==> src/logic/tcw_pkg.sv <==
package tcw_pkg;
    // Counter range
    localparam logic [7:0] CNT_BOTTOM = 8'h00;
    localparam logic [7:0] CNT_MAX = 8'hFF;
    localparam logic [7:0] CNT_STEP = 8'h01;
    localparam logic [7:0] CNT_RESET = 8'h00;
    localparam logic [7:0] CMP_RESET = 8'h00;
    // Clock select value that stops the counter
    localparam logic [2:0] CS_STOP = 3'h0;
    // Waveform mode encodings; 4 and 6 behave as normal mode
    localparam logic [2:0] WM_NORMAL = 3'h0;
    localparam logic [2:0] WM_PHASE_MAX = 3'h1;
    localparam logic [2:0] WM_CTC = 3'h2;
    localparam logic [2:0] WM_FAST_MAX = 3'h3;
    localparam logic [2:0] WM_PHASE_CMP = 3'h5;
    localparam logic [2:0] WM_FAST_CMP = 3'h7;
    // Output action encodings
    localparam logic [1:0] ACT_NONE = 2'h0;
    localparam logic [1:0] ACT_TOGGLE = 2'h1;
    localparam logic [1:0] ACT_CLEAR = 2'h2;
    localparam logic [1:0] ACT_SET = 2'h3;
    // Channel index of the pin groups
    localparam int CH_A = 0;
    localparam int CH_B = 1;

    typedef enum logic [3:0] {
        MC_NORMAL = 4'h1,
        MC_CTC = 4'h2,
        MC_FAST = 4'h4,
        MC_PHASE = 4'h8
    } tcw_class_e;

    typedef struct packed {
        logic [1:0] action;
        logic force_strobe;
    } tcw_chan_cfg_s;

    typedef struct packed {
        logic match_ev;
        logic bottom_ev;
        logic down;
        logic alt_toggle;
    } tcw_wave_ev_s;

    typedef struct packed {
        logic ovf;
        logic mat_b;
        logic mat_a;
    } tcw_flags_s;
endpackage

==> src/logic/tcw_compare_unit.sv <==
`timescale 1ns/1ns
module tcw_compare_unit import tcw_pkg::*; (
    // Clock and reset
    input wire logic clock,
    input wire logic srst,
    // Buffer control
    input wire logic buffered,
    input wire logic load,
    // Software write
    input wire logic wr,
    input wire logic [7:0] wr_data,
    // Counter side
    input wire logic [7:0] count,
    input wire logic tick,
    input wire logic block,
    input wire logic flag_clr,
    // Results
    output logic [7:0] value_r,
    output logic [7:0] active_r,
    output logic match,
    output logic match_ev,
    output logic flag_r
);
    // Buffer register, the one software reads and writes
    always_ff @(posedge clock) begin
        if (srst) begin
            value_r <= CMP_RESET;
        end else if (wr) begin
            value_r <= wr_data;
        end
    end

    // Active register, written directly unless buffered
    always_ff @(posedge clock) begin
        if (srst) begin
            active_r <= CMP_RESET;
        end else if (wr && !buffered) begin
            active_r <= wr_data;
        end else if (load && buffered) begin
            active_r <= value_r;
        end
    end

    assign match = (count == active_r);
    assign match_ev = tick && match && !block;

    // Set wins over clear
    always_ff @(posedge clock) begin
        if (srst) begin
            flag_r <= 1'b0;
        end else if (match_ev) begin
            flag_r <= 1'b1;
        end else if (flag_clr) begin
            flag_r <= 1'b0;
        end
    end
endmodule

==> src/logic/tcw_wave_pin.sv <==
`timescale 1ns/1ns
module tcw_wave_pin import tcw_pkg::*; (
    // Clock and reset
    input wire logic clock,
    input wire logic srst,
    // Mode and events
    input wire tcw_class_e cls,
    input wire tcw_chan_cfg_s cfg,
    input wire tcw_wave_ev_s ev,
    // Port side
    input wire logic port_out,
    input wire logic pin_dir,
    output logic wave_r,
    output logic pin_o,
    output logic pin_oe_n
);
    logic wave_nxt;

    always_comb begin
        wave_nxt = wave_r;
        case (cls)
            MC_FAST: begin
                if (ev.match_ev) begin
                    if (cfg.action == ACT_TOGGLE && ev.alt_toggle) begin
                        wave_nxt = !wave_r;
                    end else if (cfg.action == ACT_CLEAR) begin
                        wave_nxt = 1'b0;
                    end else if (cfg.action == ACT_SET) begin
                        wave_nxt = 1'b1;
                    end
                end else if (ev.bottom_ev) begin
                    if (cfg.action == ACT_CLEAR) begin
                        wave_nxt = 1'b1;
                    end else if (cfg.action == ACT_SET) begin
                        wave_nxt = 1'b0;
                    end
                end
            end
            MC_PHASE: begin
                if (ev.match_ev) begin
                    if (cfg.action == ACT_TOGGLE && ev.alt_toggle) begin
                        wave_nxt = !wave_r;
                    end else if (cfg.action == ACT_CLEAR) begin
                        wave_nxt = ev.down;
                    end else if (cfg.action == ACT_SET) begin
                        wave_nxt = !ev.down;
                    end
                end
            end
            default: begin
                // Non-PWM: real or forced match acts alike
                if (ev.match_ev || cfg.force_strobe) begin
                    case (cfg.action)
                        ACT_TOGGLE: wave_nxt = !wave_r;
                        ACT_CLEAR: wave_nxt = 1'b0;
                        ACT_SET: wave_nxt = 1'b1;
                        default: wave_nxt = wave_r;
                    endcase
                end
            end
        endcase
    end

    always_ff @(posedge clock) begin
        if (srst) begin
            wave_r <= 1'b0;
        end else begin
            wave_r <= wave_nxt;
        end
    end

    assign pin_o = (cfg.action != ACT_NONE) ? wave_r : port_out;
    assign pin_oe_n = !pin_dir;
endmodule

==> src/logic/tcw_timer.sv <==
`timescale 1ns/1ns
module tcw_timer import tcw_pkg::*; (
    // Clock and reset
    input wire logic clock,
    input wire logic srst,
    // Tick source
    input wire logic [2:0] clock_select_field,
    input wire logic [7:0] source_ticks,
    // Mode bits
    input wire logic wave_mode_bit0,
    input wire logic wave_mode_bit1,
    input wire logic wave_mode_bit2,
    // Counter access
    input wire logic count_wr,
    input wire logic [7:0] count_wr_data,
    output logic [7:0] count_value,
    // Compare access
    input wire logic cmp_wr_a,
    input wire logic cmp_wr_b,
    input wire logic [7:0] cmp_wr_data,
    output logic [7:0] compare_value_a,
    output logic [7:0] compare_value_b,
    // Flags and interrupts
    input wire tcw_flags_s flag_clear,
    input wire tcw_flags_s irq_ack,
    input wire tcw_flags_s irq_enable,
    output logic overflow_flag,
    output logic match_flag_a,
    output logic match_flag_b,
    output tcw_flags_s irq_req,
    // Counter status
    output logic at_top,
    output logic at_bottom,
    output logic count_down,
    // Output channels
    input wire tcw_chan_cfg_s cfg_a,
    input wire tcw_chan_cfg_s cfg_b,
    input wire logic [1:0] port_out,
    input wire logic [1:0] wave_pin_direction,
    output logic wave_out_a,
    output logic wave_out_b,
    output logic [1:0] wave_pin_o,
    output logic [1:0] wave_pin_oe_n
);
    logic [2:0] wave_mode_field;
    tcw_class_e cls;
    logic timer_tick;
    logic cmp_top;
    logic [7:0] top_val;
    logic [7:0] count_r;
    logic [7:0] count_nxt;
    logic dir_r;
    logic dir_nxt;
    logic ovf_set;
    logic ovf_r;
    logic block_r;
    logic buffered;
    logic load;
    logic non_pwm;
    logic [7:0] active_a;
    logic [7:0] active_b;
    logic match_a;
    logic match_b;
    logic mev_a;
    logic mev_b;
    tcw_chan_cfg_s gcfg_a;
    tcw_chan_cfg_s gcfg_b;
    tcw_wave_ev_s ev_a;
    tcw_wave_ev_s ev_b;

    assign wave_mode_field = {wave_mode_bit2, wave_mode_bit1, wave_mode_bit0};

    always_comb begin
        case (wave_mode_field)
            WM_CTC: cls = MC_CTC;
            WM_FAST_MAX, WM_FAST_CMP: cls = MC_FAST;
            WM_PHASE_MAX, WM_PHASE_CMP: cls = MC_PHASE;
            default: cls = MC_NORMAL;
        endcase
    end

    assign timer_tick = (clock_select_field != CS_STOP) && source_ticks[clock_select_field];

    assign cmp_top = (wave_mode_field == WM_FAST_CMP) || (wave_mode_field == WM_PHASE_CMP) || (cls == MC_CTC);
    assign top_val = cmp_top ? active_a : CNT_MAX;
    assign at_top = (count_r == top_val);
    assign at_bottom = (count_r == CNT_BOTTOM);
    assign count_down = dir_r;
    assign count_value = count_r;

    // Next count and direction per mode
    always_comb begin
        count_nxt = count_r;
        dir_nxt = dir_r;
        ovf_set = 1'b0;
        if (timer_tick) begin
            case (cls)
                MC_CTC: begin
                    count_nxt = match_a ? CNT_BOTTOM : count_r + CNT_STEP;
                    ovf_set = (count_r == CNT_MAX);
                end
                MC_FAST: begin
                    count_nxt = at_top ? CNT_BOTTOM : count_r + CNT_STEP;
                    ovf_set = at_top;
                end
                MC_PHASE: begin
                    if (dir_r) begin
                        if (at_bottom) begin
                            dir_nxt = 1'b0;
                            count_nxt = count_r + CNT_STEP;
                            ovf_set = 1'b1;
                        end else begin
                            count_nxt = count_r - CNT_STEP;
                        end
                    end else if (at_top) begin
                        dir_nxt = 1'b1;
                        count_nxt = count_r - CNT_STEP;
                    end else begin
                        count_nxt = count_r + CNT_STEP;
                    end
                end
                default: begin
                    count_nxt = count_r + CNT_STEP;
                    ovf_set = (count_r == CNT_MAX);
                end
            endcase
        end
        if (count_wr) begin
            count_nxt = count_wr_data;
        end
    end

    always_ff @(posedge clock) begin
        if (srst) begin
            count_r <= CNT_RESET;
        end else begin
            count_r <= count_nxt;
        end
    end

    // Direction only matters in phase correct mode
    always_ff @(posedge clock) begin
        if (srst || cls != MC_PHASE) begin
            dir_r <= 1'b0;
        end else begin
            dir_r <= dir_nxt;
        end
    end

    // Match blocking window after a count write
    always_ff @(posedge clock) begin
        if (srst) begin
            block_r <= 1'b0;
        end else if (count_wr) begin
            block_r <= 1'b1;
        end else if (timer_tick) begin
            block_r <= 1'b0;
        end
    end

    // Overflow flag, set wins over clear
    always_ff @(posedge clock) begin
        if (srst) begin
            ovf_r <= 1'b0;
        end else if (ovf_set) begin
            ovf_r <= 1'b1;
        end else if (flag_clear.ovf || irq_ack.ovf) begin
            ovf_r <= 1'b0;
        end
    end

    assign overflow_flag = ovf_r;
    assign non_pwm = (cls == MC_NORMAL) || (cls == MC_CTC);
    assign buffered = !non_pwm;
    assign load = buffered && timer_tick && at_top;

    tcw_compare_unit u_cmp_a (
        .clock(clock),
        .srst(srst),
        .buffered(buffered),
        .load(load),
        .wr(cmp_wr_a),
        .wr_data(cmp_wr_data),
        .count(count_r),
        .tick(timer_tick),
        .block(block_r),
        .flag_clr(flag_clear.mat_a || irq_ack.mat_a),
        .value_r(compare_value_a),
        .active_r(active_a),
        .match(match_a),
        .match_ev(mev_a),
        .flag_r(match_flag_a)
    );

    tcw_compare_unit u_cmp_b (
        .clock(clock),
        .srst(srst),
        .buffered(buffered),
        .load(load),
        .wr(cmp_wr_b),
        .wr_data(cmp_wr_data),
        .count(count_r),
        .tick(timer_tick),
        .block(block_r),
        .flag_clr(flag_clear.mat_b || irq_ack.mat_b),
        .value_r(compare_value_b),
        .active_r(active_b),
        .match(match_b),
        .match_ev(mev_b),
        .flag_r(match_flag_b)
    );

    assign irq_req.ovf = ovf_r && irq_enable.ovf;
    assign irq_req.mat_a = match_flag_a && irq_enable.mat_a;
    assign irq_req.mat_b = match_flag_b && irq_enable.mat_b;

    // Force strobes only count in non-PWM modes
    always_comb begin
        gcfg_a = cfg_a;
        gcfg_b = cfg_b;
        gcfg_a.force_strobe = cfg_a.force_strobe && non_pwm;
        gcfg_b.force_strobe = cfg_b.force_strobe && non_pwm;
    end

    // Toggle in PWM modes exists on channel A only, with the high mode bit
    always_comb begin
        ev_a.match_ev = mev_a;
        ev_a.bottom_ev = timer_tick && at_top && !count_wr && (cls == MC_FAST);
        ev_a.down = dir_r;
        ev_a.alt_toggle = wave_mode_bit2;
        ev_b = ev_a;
        ev_b.match_ev = mev_b;
        ev_b.alt_toggle = 1'b0;
    end

    tcw_wave_pin u_pin_a (
        .clock(clock),
        .srst(srst),
        .cls(cls),
        .cfg(gcfg_a),
        .ev(ev_a),
        .port_out(port_out[CH_A]),
        .pin_dir(wave_pin_direction[CH_A]),
        .wave_r(wave_out_a),
        .pin_o(wave_pin_o[CH_A]),
        .pin_oe_n(wave_pin_oe_n[CH_A])
    );

    tcw_wave_pin u_pin_b (
        .clock(clock),
        .srst(srst),
        .cls(cls),
        .cfg(gcfg_b),
        .ev(ev_b),
        .port_out(port_out[CH_B]),
        .pin_dir(wave_pin_direction[CH_B]),
        .wave_r(wave_out_b),
        .pin_o(wave_pin_o[CH_B]),
        .pin_oe_n(wave_pin_oe_n[CH_B])
    );
endmodule

==> config.mk <==
export PLATFORM = sky130hd
export DESIGN_NAME = tcw_timer
export DESIGN_NICKNAME = d
export VERILOG_FILES = /design/src/logic/tcw_pkg.sv /design/src/logic/tcw_compare_unit.sv /design/src/logic/tcw_wave_pin.sv /design/src/logic/tcw_timer.sv
export SDC_FILE = /design/constraint.sdc
export NUM_CORES = 1
export LEC_CHECK = 0
export BUFFER_PORTS_ARGS = -buffer_cell sky130_fd_sc_hd__buf_2
export CORE_MARGIN = 2
export CORE_UTILIZATION = 45
export DETAILED_ROUTE_END_ITERATION = 8
export MAX_ROUTING_LAYER = met4
export PLACE_DENSITY = 0.71
export RECOVER_POWER = 25
export SLEW_MARGIN = 20
export SYNTH_ARGS = -nofsm -noshare
export SYNTH_HDL_FRONTEND = slang
export SYNTH_SLANG_ARGS = --single-unit
export TNS_END_PERCENT = 10
==> constraint.sdc <==
create_clock -name clock -period 2.7 [get_ports clock]
set_clock_uncertainty 0.15 [all_clocks]
set_input_delay 0.54 -clock clock [delete_from_list [all_inputs] [get_ports clock]]
set_output_delay 0.54 -clock clock [all_outputs]
set_load 0.02 [all_outputs]
**Yosys cells after proc, flatten, opt, wreduce, memory -nomap -nowiden**

Cells that the tools add are included.

- Bits in latches: 0
- Flip-flop bits (word level): 47
- Word-level logic and storage cells: 158
- Memories: 0
- Memory bits (read-only): 0
- Bits in writable memories: 0

- Reductions and logical operators: 55
- Div/mod/pow operators: 0
- Muxes and demuxes: 59
- Multiply operators: 0
- Shift operators: 0
- Order comparisons: 1
- Add/subtract/negate cells: 2
- Bitwise gates (word level): 0
- Equality and inequality tests: 29

Operators with widths:

| kind | count |
|---|---|
| $mux 8 | 12 |
| $mux 1 | 39 |
| $eq 8x8->1 | 3 |
| $pmux 8 s3 | 1 |
| $logic_and 1x1->1 | 19 |
| $reduce_bool 2->1 | 8 |
| $pmux 4 s3 | 1 |
| $reduce_bool 3->1 | 4 |
| $logic_or 1x1->1 | 9 |
| $add 8x1->8 const B | 1 |
| $eq 2x2->1 const B | 4 |
| $eq 8x8->1 const B | 1 |
| $logic_not 1->1 | 8 |
| $logic_not 8->1 | 1 |
| $ne 4x1->1 const B | 2 |
| $sub 8x1->8 const B | 1 |
| $reduce_and 7->1 | 1 |
| $eq 3x2->1 const B | 2 |
| $eq 3x3->1 const B | 2 |
| $ne 3x1->1 const B | 2 |
| $ne 3x3->1 const B | 2 |
| $pmux 1 s2 | 3 |
| $pmux 1 s3 | 2 |
| $reduce_and 6->1 | 1 |
| other kinds (14) | 17 |

**Logic depth before layout (Yosys ltp)**

- Depth after elaboration: 13
- Depth in mapped cells: 11
- Gate-level depth less buffers: 8

**Cells and area by module**

Synthesis repeated with hierarchy kept, for this count alone.

- Cells, all modules: 422
- Area total of the unflattened synthesis: 3,524.6 µm²

Modules (own cells, without submodules):

| module | instances | cells each | sequential area each (µm²) | area an instance (µm²) |
|---|---|---|---|---|
| tcw_compare_unit | 2 | 79 | 340.3 | 800.8 |
| tcw_timer | 1 | 202 | 220.2 | 1,475.2 |
| tcw_wave_pin | 2 | 31 | 20.0 | 224.0 |

**Worst setup path after synthesis**

OpenSTA, ideal clock, no wires.

- Kind: reg-to-reg
- From: register count_r[0] (netlist: count_value[0])
- To: register count_r[5] (netlist: count_value[5])
- Required time: 2.408 ns
- Slack: 0.251 ns
- Buffers on the path: 1
- Stages on the path, launching flop included: 10
- Clock period less this slack: 2.449 ns
- Arrival time: 2.156 ns
- Cells stage by stage: dfxtp_1 inv_1 a22oi_1 and4_1 buf_4 a41oi_1 nor3_4 o21ai_1 a221oi_1 a221oi_1

- Word-level cells in the longest chain between the ends: 6

Ends and longest elaborated chain:

| element | line | source |
|---|---|---|
| start, declared | tcw_timer.sv:50 | `logic [7:0] count_r;` |
| start signal, assigned | tcw_timer.sv:137 | `count_r <= count_nxt;` |
| $add 8x1->8 (tied with other cells) | -- |  |
| $mux 8 (on tied branches) | tcw_timer.sv:115, tcw_timer.sv:108 |  |
| $mux 8 | tcw_timer.sv:107 | `if (dir_r) begin` |
| $pmux 8 s3 * | tcw_timer.sv:97 | `case (cls)` |
| $mux 8 * | tcw_timer.sv:96 | `if (timer_tick) begin` |
| $mux 8 * | tcw_timer.sv:128 | `if (count_wr) begin` |

Mark *: on every way between the ends. The rest lies on a longest branch, timed or not. The select of a mux whose other input is x is not followed.
A chain may end at the register's enable or synchronous reset.

**Worst setup path in the final report**

- From: register count_r[0] (netlist: count_value[0])
- To: output at_top

- Word-level cells in the longest chain between the ends: 1

Ends and longest elaborated chain:

| element | line | source |
|---|---|---|
| $eq 8x8->1 | tcw_timer.sv:86 | `assign at_top = (count_r == top_val);` |
| end, declared | tcw_timer.sv:32 | `output logic at_top,` |

No other way between the ends.

==> results_dict.tcl <==
set metrics [dict create \
    finalHoldViolCount 0 \
    required_ns 2.01 \
    async_flop_share_pct 0 \
    clk_pin_slew_ns 0.10 \
    coreArea_sq_um 6794 \
    fill_cells 665 \
    grt_max_degree 29 \
    ys_warn_count 0 \
    ys_types 60 \
    fin_util_pct 56.19 \
    fp-row-count 30 \
    drcViolationCount 0 \
    yosys.area.top_type_share_pct 29.77 \
    timing.final.crit_share_pct 95.73 \
    initial_utilization_pct 46.52 \
    antenna-diode-count 0 \
    first_iter_violations 168 \
    setup_tns_ns 0 \
    synth_compound_area_share_pct 20.35 \
    end_kind "output port" \
    period_needed_ns 2.585 \
    clock_latency_ns 0.32 \
    power_switching_mw 0.6265 \
    synth_enable_flop_cells 0 \
    muxShareOfSynthArea_pct 13.86 \
    synth_top_family_by_area "simple AND/OR/NAND/NOR gates" \
    clockRootBuffer "clkbuf_8" \
    cts_made_buffers 5 \
    arrival_ns 1.89 \
    clkPwrFrac_pct 26.9 \
    synthTopCellsByCount "nor2_1, dfxtp_1, mux2i_1" \
    synth-simple-area-share_pct 20.59 \
    reg2regPathDepth 9 \
    die_w_microns 87.81 \
    post_synth_xor_area_fraction_pct 3.880 \
    cts_tree "built" \
    rsz0062_at_grt "no" \
    die_h_microns 87.81 \
    area_growth_syn_to_layout_pct 20.78 \
    ys_seq_elements 47 \
    pwr-share-seq_pct 44.6 \
    max_cap_viol_count 0 \
    antenna_found_initial 0 \
    grt_pass1_vias 2878 \
    p_per_area_nw_per_um2 465.0 \
    totalWireLength_microns 8763 \
    outcome "finished clean" \
    routabilityCongestion 0.9469 \
    port_buffers 91 \
    syn-instance-count 381 \
    holdPathStages 3 \
    drt_first_pass_iters 5 \
    yosysMostFrequentCell "nor2_1" \
    viasPerCell 5.416 \
    synthAdderAreaFrac_pct 2.771 \
    slew_violations 0 \
    fp.dieArea_sq_um 7710 \
    clock-sinks 47 \
    clock_path_buffers 2 \
    worst_pin_slew_ns 1.186 \
    drt-wirelength-per-cell_microns 15.27 \
    netSwitchingFraction_pct 35.29 \
    grt.total_usage_pct 23.86 \
    hold_class "in -> reg" \
    finalSetupViolations 0 \
    syn_nets 442 \
    worstSetupPathType "reg -> out" \
    pwr-share-comb_pct 28.5 \
    yosys-top-cells-area "dfxtp_1, mux2i_1, nor2_1" \
    overflow 0 \
    synth.avg_cell_area_sq_um 8.295 \
    fmax_mhz 386.9 \
    vias 3109 \
    io_pins 93 \
    syn_area_sq_um 3161 \
    cp-start-kind "flop" \
    p_int_mw 1.149 \
    maxSlewHeadroom_pct 20.91 \
    post_cts_buffers 0 \
    synth-seq-area-share_pct 29.77 \
    htree_levels 2 \
    crit_fanout 7 \
    p_leak_nw 1.661 \
    final_antenna_net_count 0 \
    ir_drop_v 0.0003618 \
    synth_flop_cell "dfxtp_1" \
    layout-drive-gt1-share_pct 30.13 \
    nets 538 \
    yosys.area.top_type "dfxtp_1" \
    dpl.hpwl_microns 6726 \
    grt_pass1_wl_microns 14100 \
]
-- cell usage in the layout, fill, tap and decap left out, types with 3 or more instances in the layout --
| cell type | count |
|---|---|
| buf_2 | 84 |
| mux2i_1 | 37 |
| and3_1 | 3 |
| nand2_1 | 16 |
| a211oi_1 | 21 |
| nand2b_1 | 7 |
| inv_1 | 21 |
| xnor2_1 | 14 |
| a221oi_1 | 6 |
| a22oi_1 | 4 |
| nor2_1 | 60 |
| o21ai_0 | 12 |
| o21ai_1 | 3 |
| clkbuf_8 | 5 |
| mux2_2 | 4 |
| ha_1 | 7 |
| nor4_1 | 3 |
| dfxtp_1 | 41 |
| nor3_1 | 11 |
| a21oi_1 | 24 |
| and2_1 | 4 |
| clkbuf_1 | 8 |
| inv_2 | 3 |
| a21o_1 | 3 |
| nand3_1 | 6 |
| buf_4 | 22 |
| dfxtp_2 | 6 |
-- worst max-delay path, cell delays in order, from the launching register on --
cell and delay, ns:
dfxtp_1 0.46, inv_1 0.15, a22oi_1 0.16, and4_2 0.30, buf_4 0.15, o21a_4 0.17
buf_2 0.18
-- what timing repair did --
action / in CTS / in global routing
cloned: 0 / 0
hold endpoints to repair: 0 / 0
hold buffers: 0 / 0
setup endpoints to repair: 1 / 11
resized for setup: 2 / 5
-- power by group through the flow --
stage	sequential, mW	combinational, mW	clock [mW]
after floorplan	0.821	0.310	0
after global routing	0.798	0.555	0.521
after CTS	0.790	0.506	0.486
final	0.792	0.505	0.478
after global placement	0.803	0.496	0
after detailed placement	0.805	0.503	0
-- registers in the layout, indices dropped and copies added (netlist names) --
| signal | count |
|---|---|
| u_cmp_b.value_r | 8 |
| u_cmp_b.active_r | 8 |
| u_cmp_a.active_r | 8 |
| count_down | 1 |
| block_r | 1 |
| u_pin_a.wave_r | 1 |
| overflow_flag | 1 |
| u_cmp_b.flag_r | 1 |
| u_cmp_a.flag_r | 1 |
| count_value | 8 |
| u_cmp_a.value_r | 8 |
| u_pin_b.wave_r | 1 |
-- kinds of logic (layout without fill, tap and decap cells) --
logic type,after synthesis,after routing
buffers and inverters,50,147
AO/OA/AOI/OAI,94,94
multiplexers,42,42
XOR/XNOR,14,14
adder cells (fa/ha/maj),7,7
AND/OR/NAND/NOR,127,127
flip-flops,47,47
-- per-stage QoR --
| stage | area (sq um) | setup slack [ns] | hold slack (ns) | instances | total power [mW] |
|---|---|---|---|---|---|
| after CTS | 3824 | 0.007244 | 0.3162 | 574 | 1.782 |
| after global placement | 3725 | 0.1248 | 0.3120 | 566 | 1.299 |
| after detailed placement | 3725 | 0.1333 | 0.3156 | 566 | 1.309 |
| after floorplan | 3161 | 0.2514 | 0.3805 | 381 | 1.130 |
| after global routing | 3817 | 0.02574 | 0.3253 | 574 | 1.874 |
| final | 3817 | 0.1153 | 0.3094 | 574 | 1.775 |
-- routing by layer --
layer  GRT usage [%]  part of all wire, %  vias up
met5               -                    0        -
met4           6.573                  1.4        0
met3           3.959                  6.9       10
met2           36.91                   46      128
met1           32.22                   46     1426
li1                -                    -     1545
-- final cells by class --
cell class	instances	area (sq um)	share of cell area, %
inverter	25	93.84	2.458
tap	96	120.1	3.147
clock buffer	5	68.82	1.803
sequential	47	948.4	24.84
timing repair buffer	114	615.6	16.13
clock inverter	3	27.53	0.7211
multi-input combinational	284	1943	50.90
-- path summary, 6_finish.rpt --
| check | start | to | slack [ns] |
|---|---|---|---|
| setup / recovery | count_value[0]$_SDFFE_PP0P_ | at_top | 0.12 |
| hold / removal | count_wr_data[5] | count_value[5]$_SDFFE_PP0P_ | 0.31 |
| setup reg to reg | count_value[0]$_SDFFE_PP0P_ | count_value[2]$_SDFFE_PP0P_ | 0.20 |
| hold reg to reg | u_cmp_a.flag_r$_SDFFE_PP0P_ | u_cmp_a.flag_r$_SDFFE_PP0P_ | 0.33 |
(Power assumes the default switching activity.)
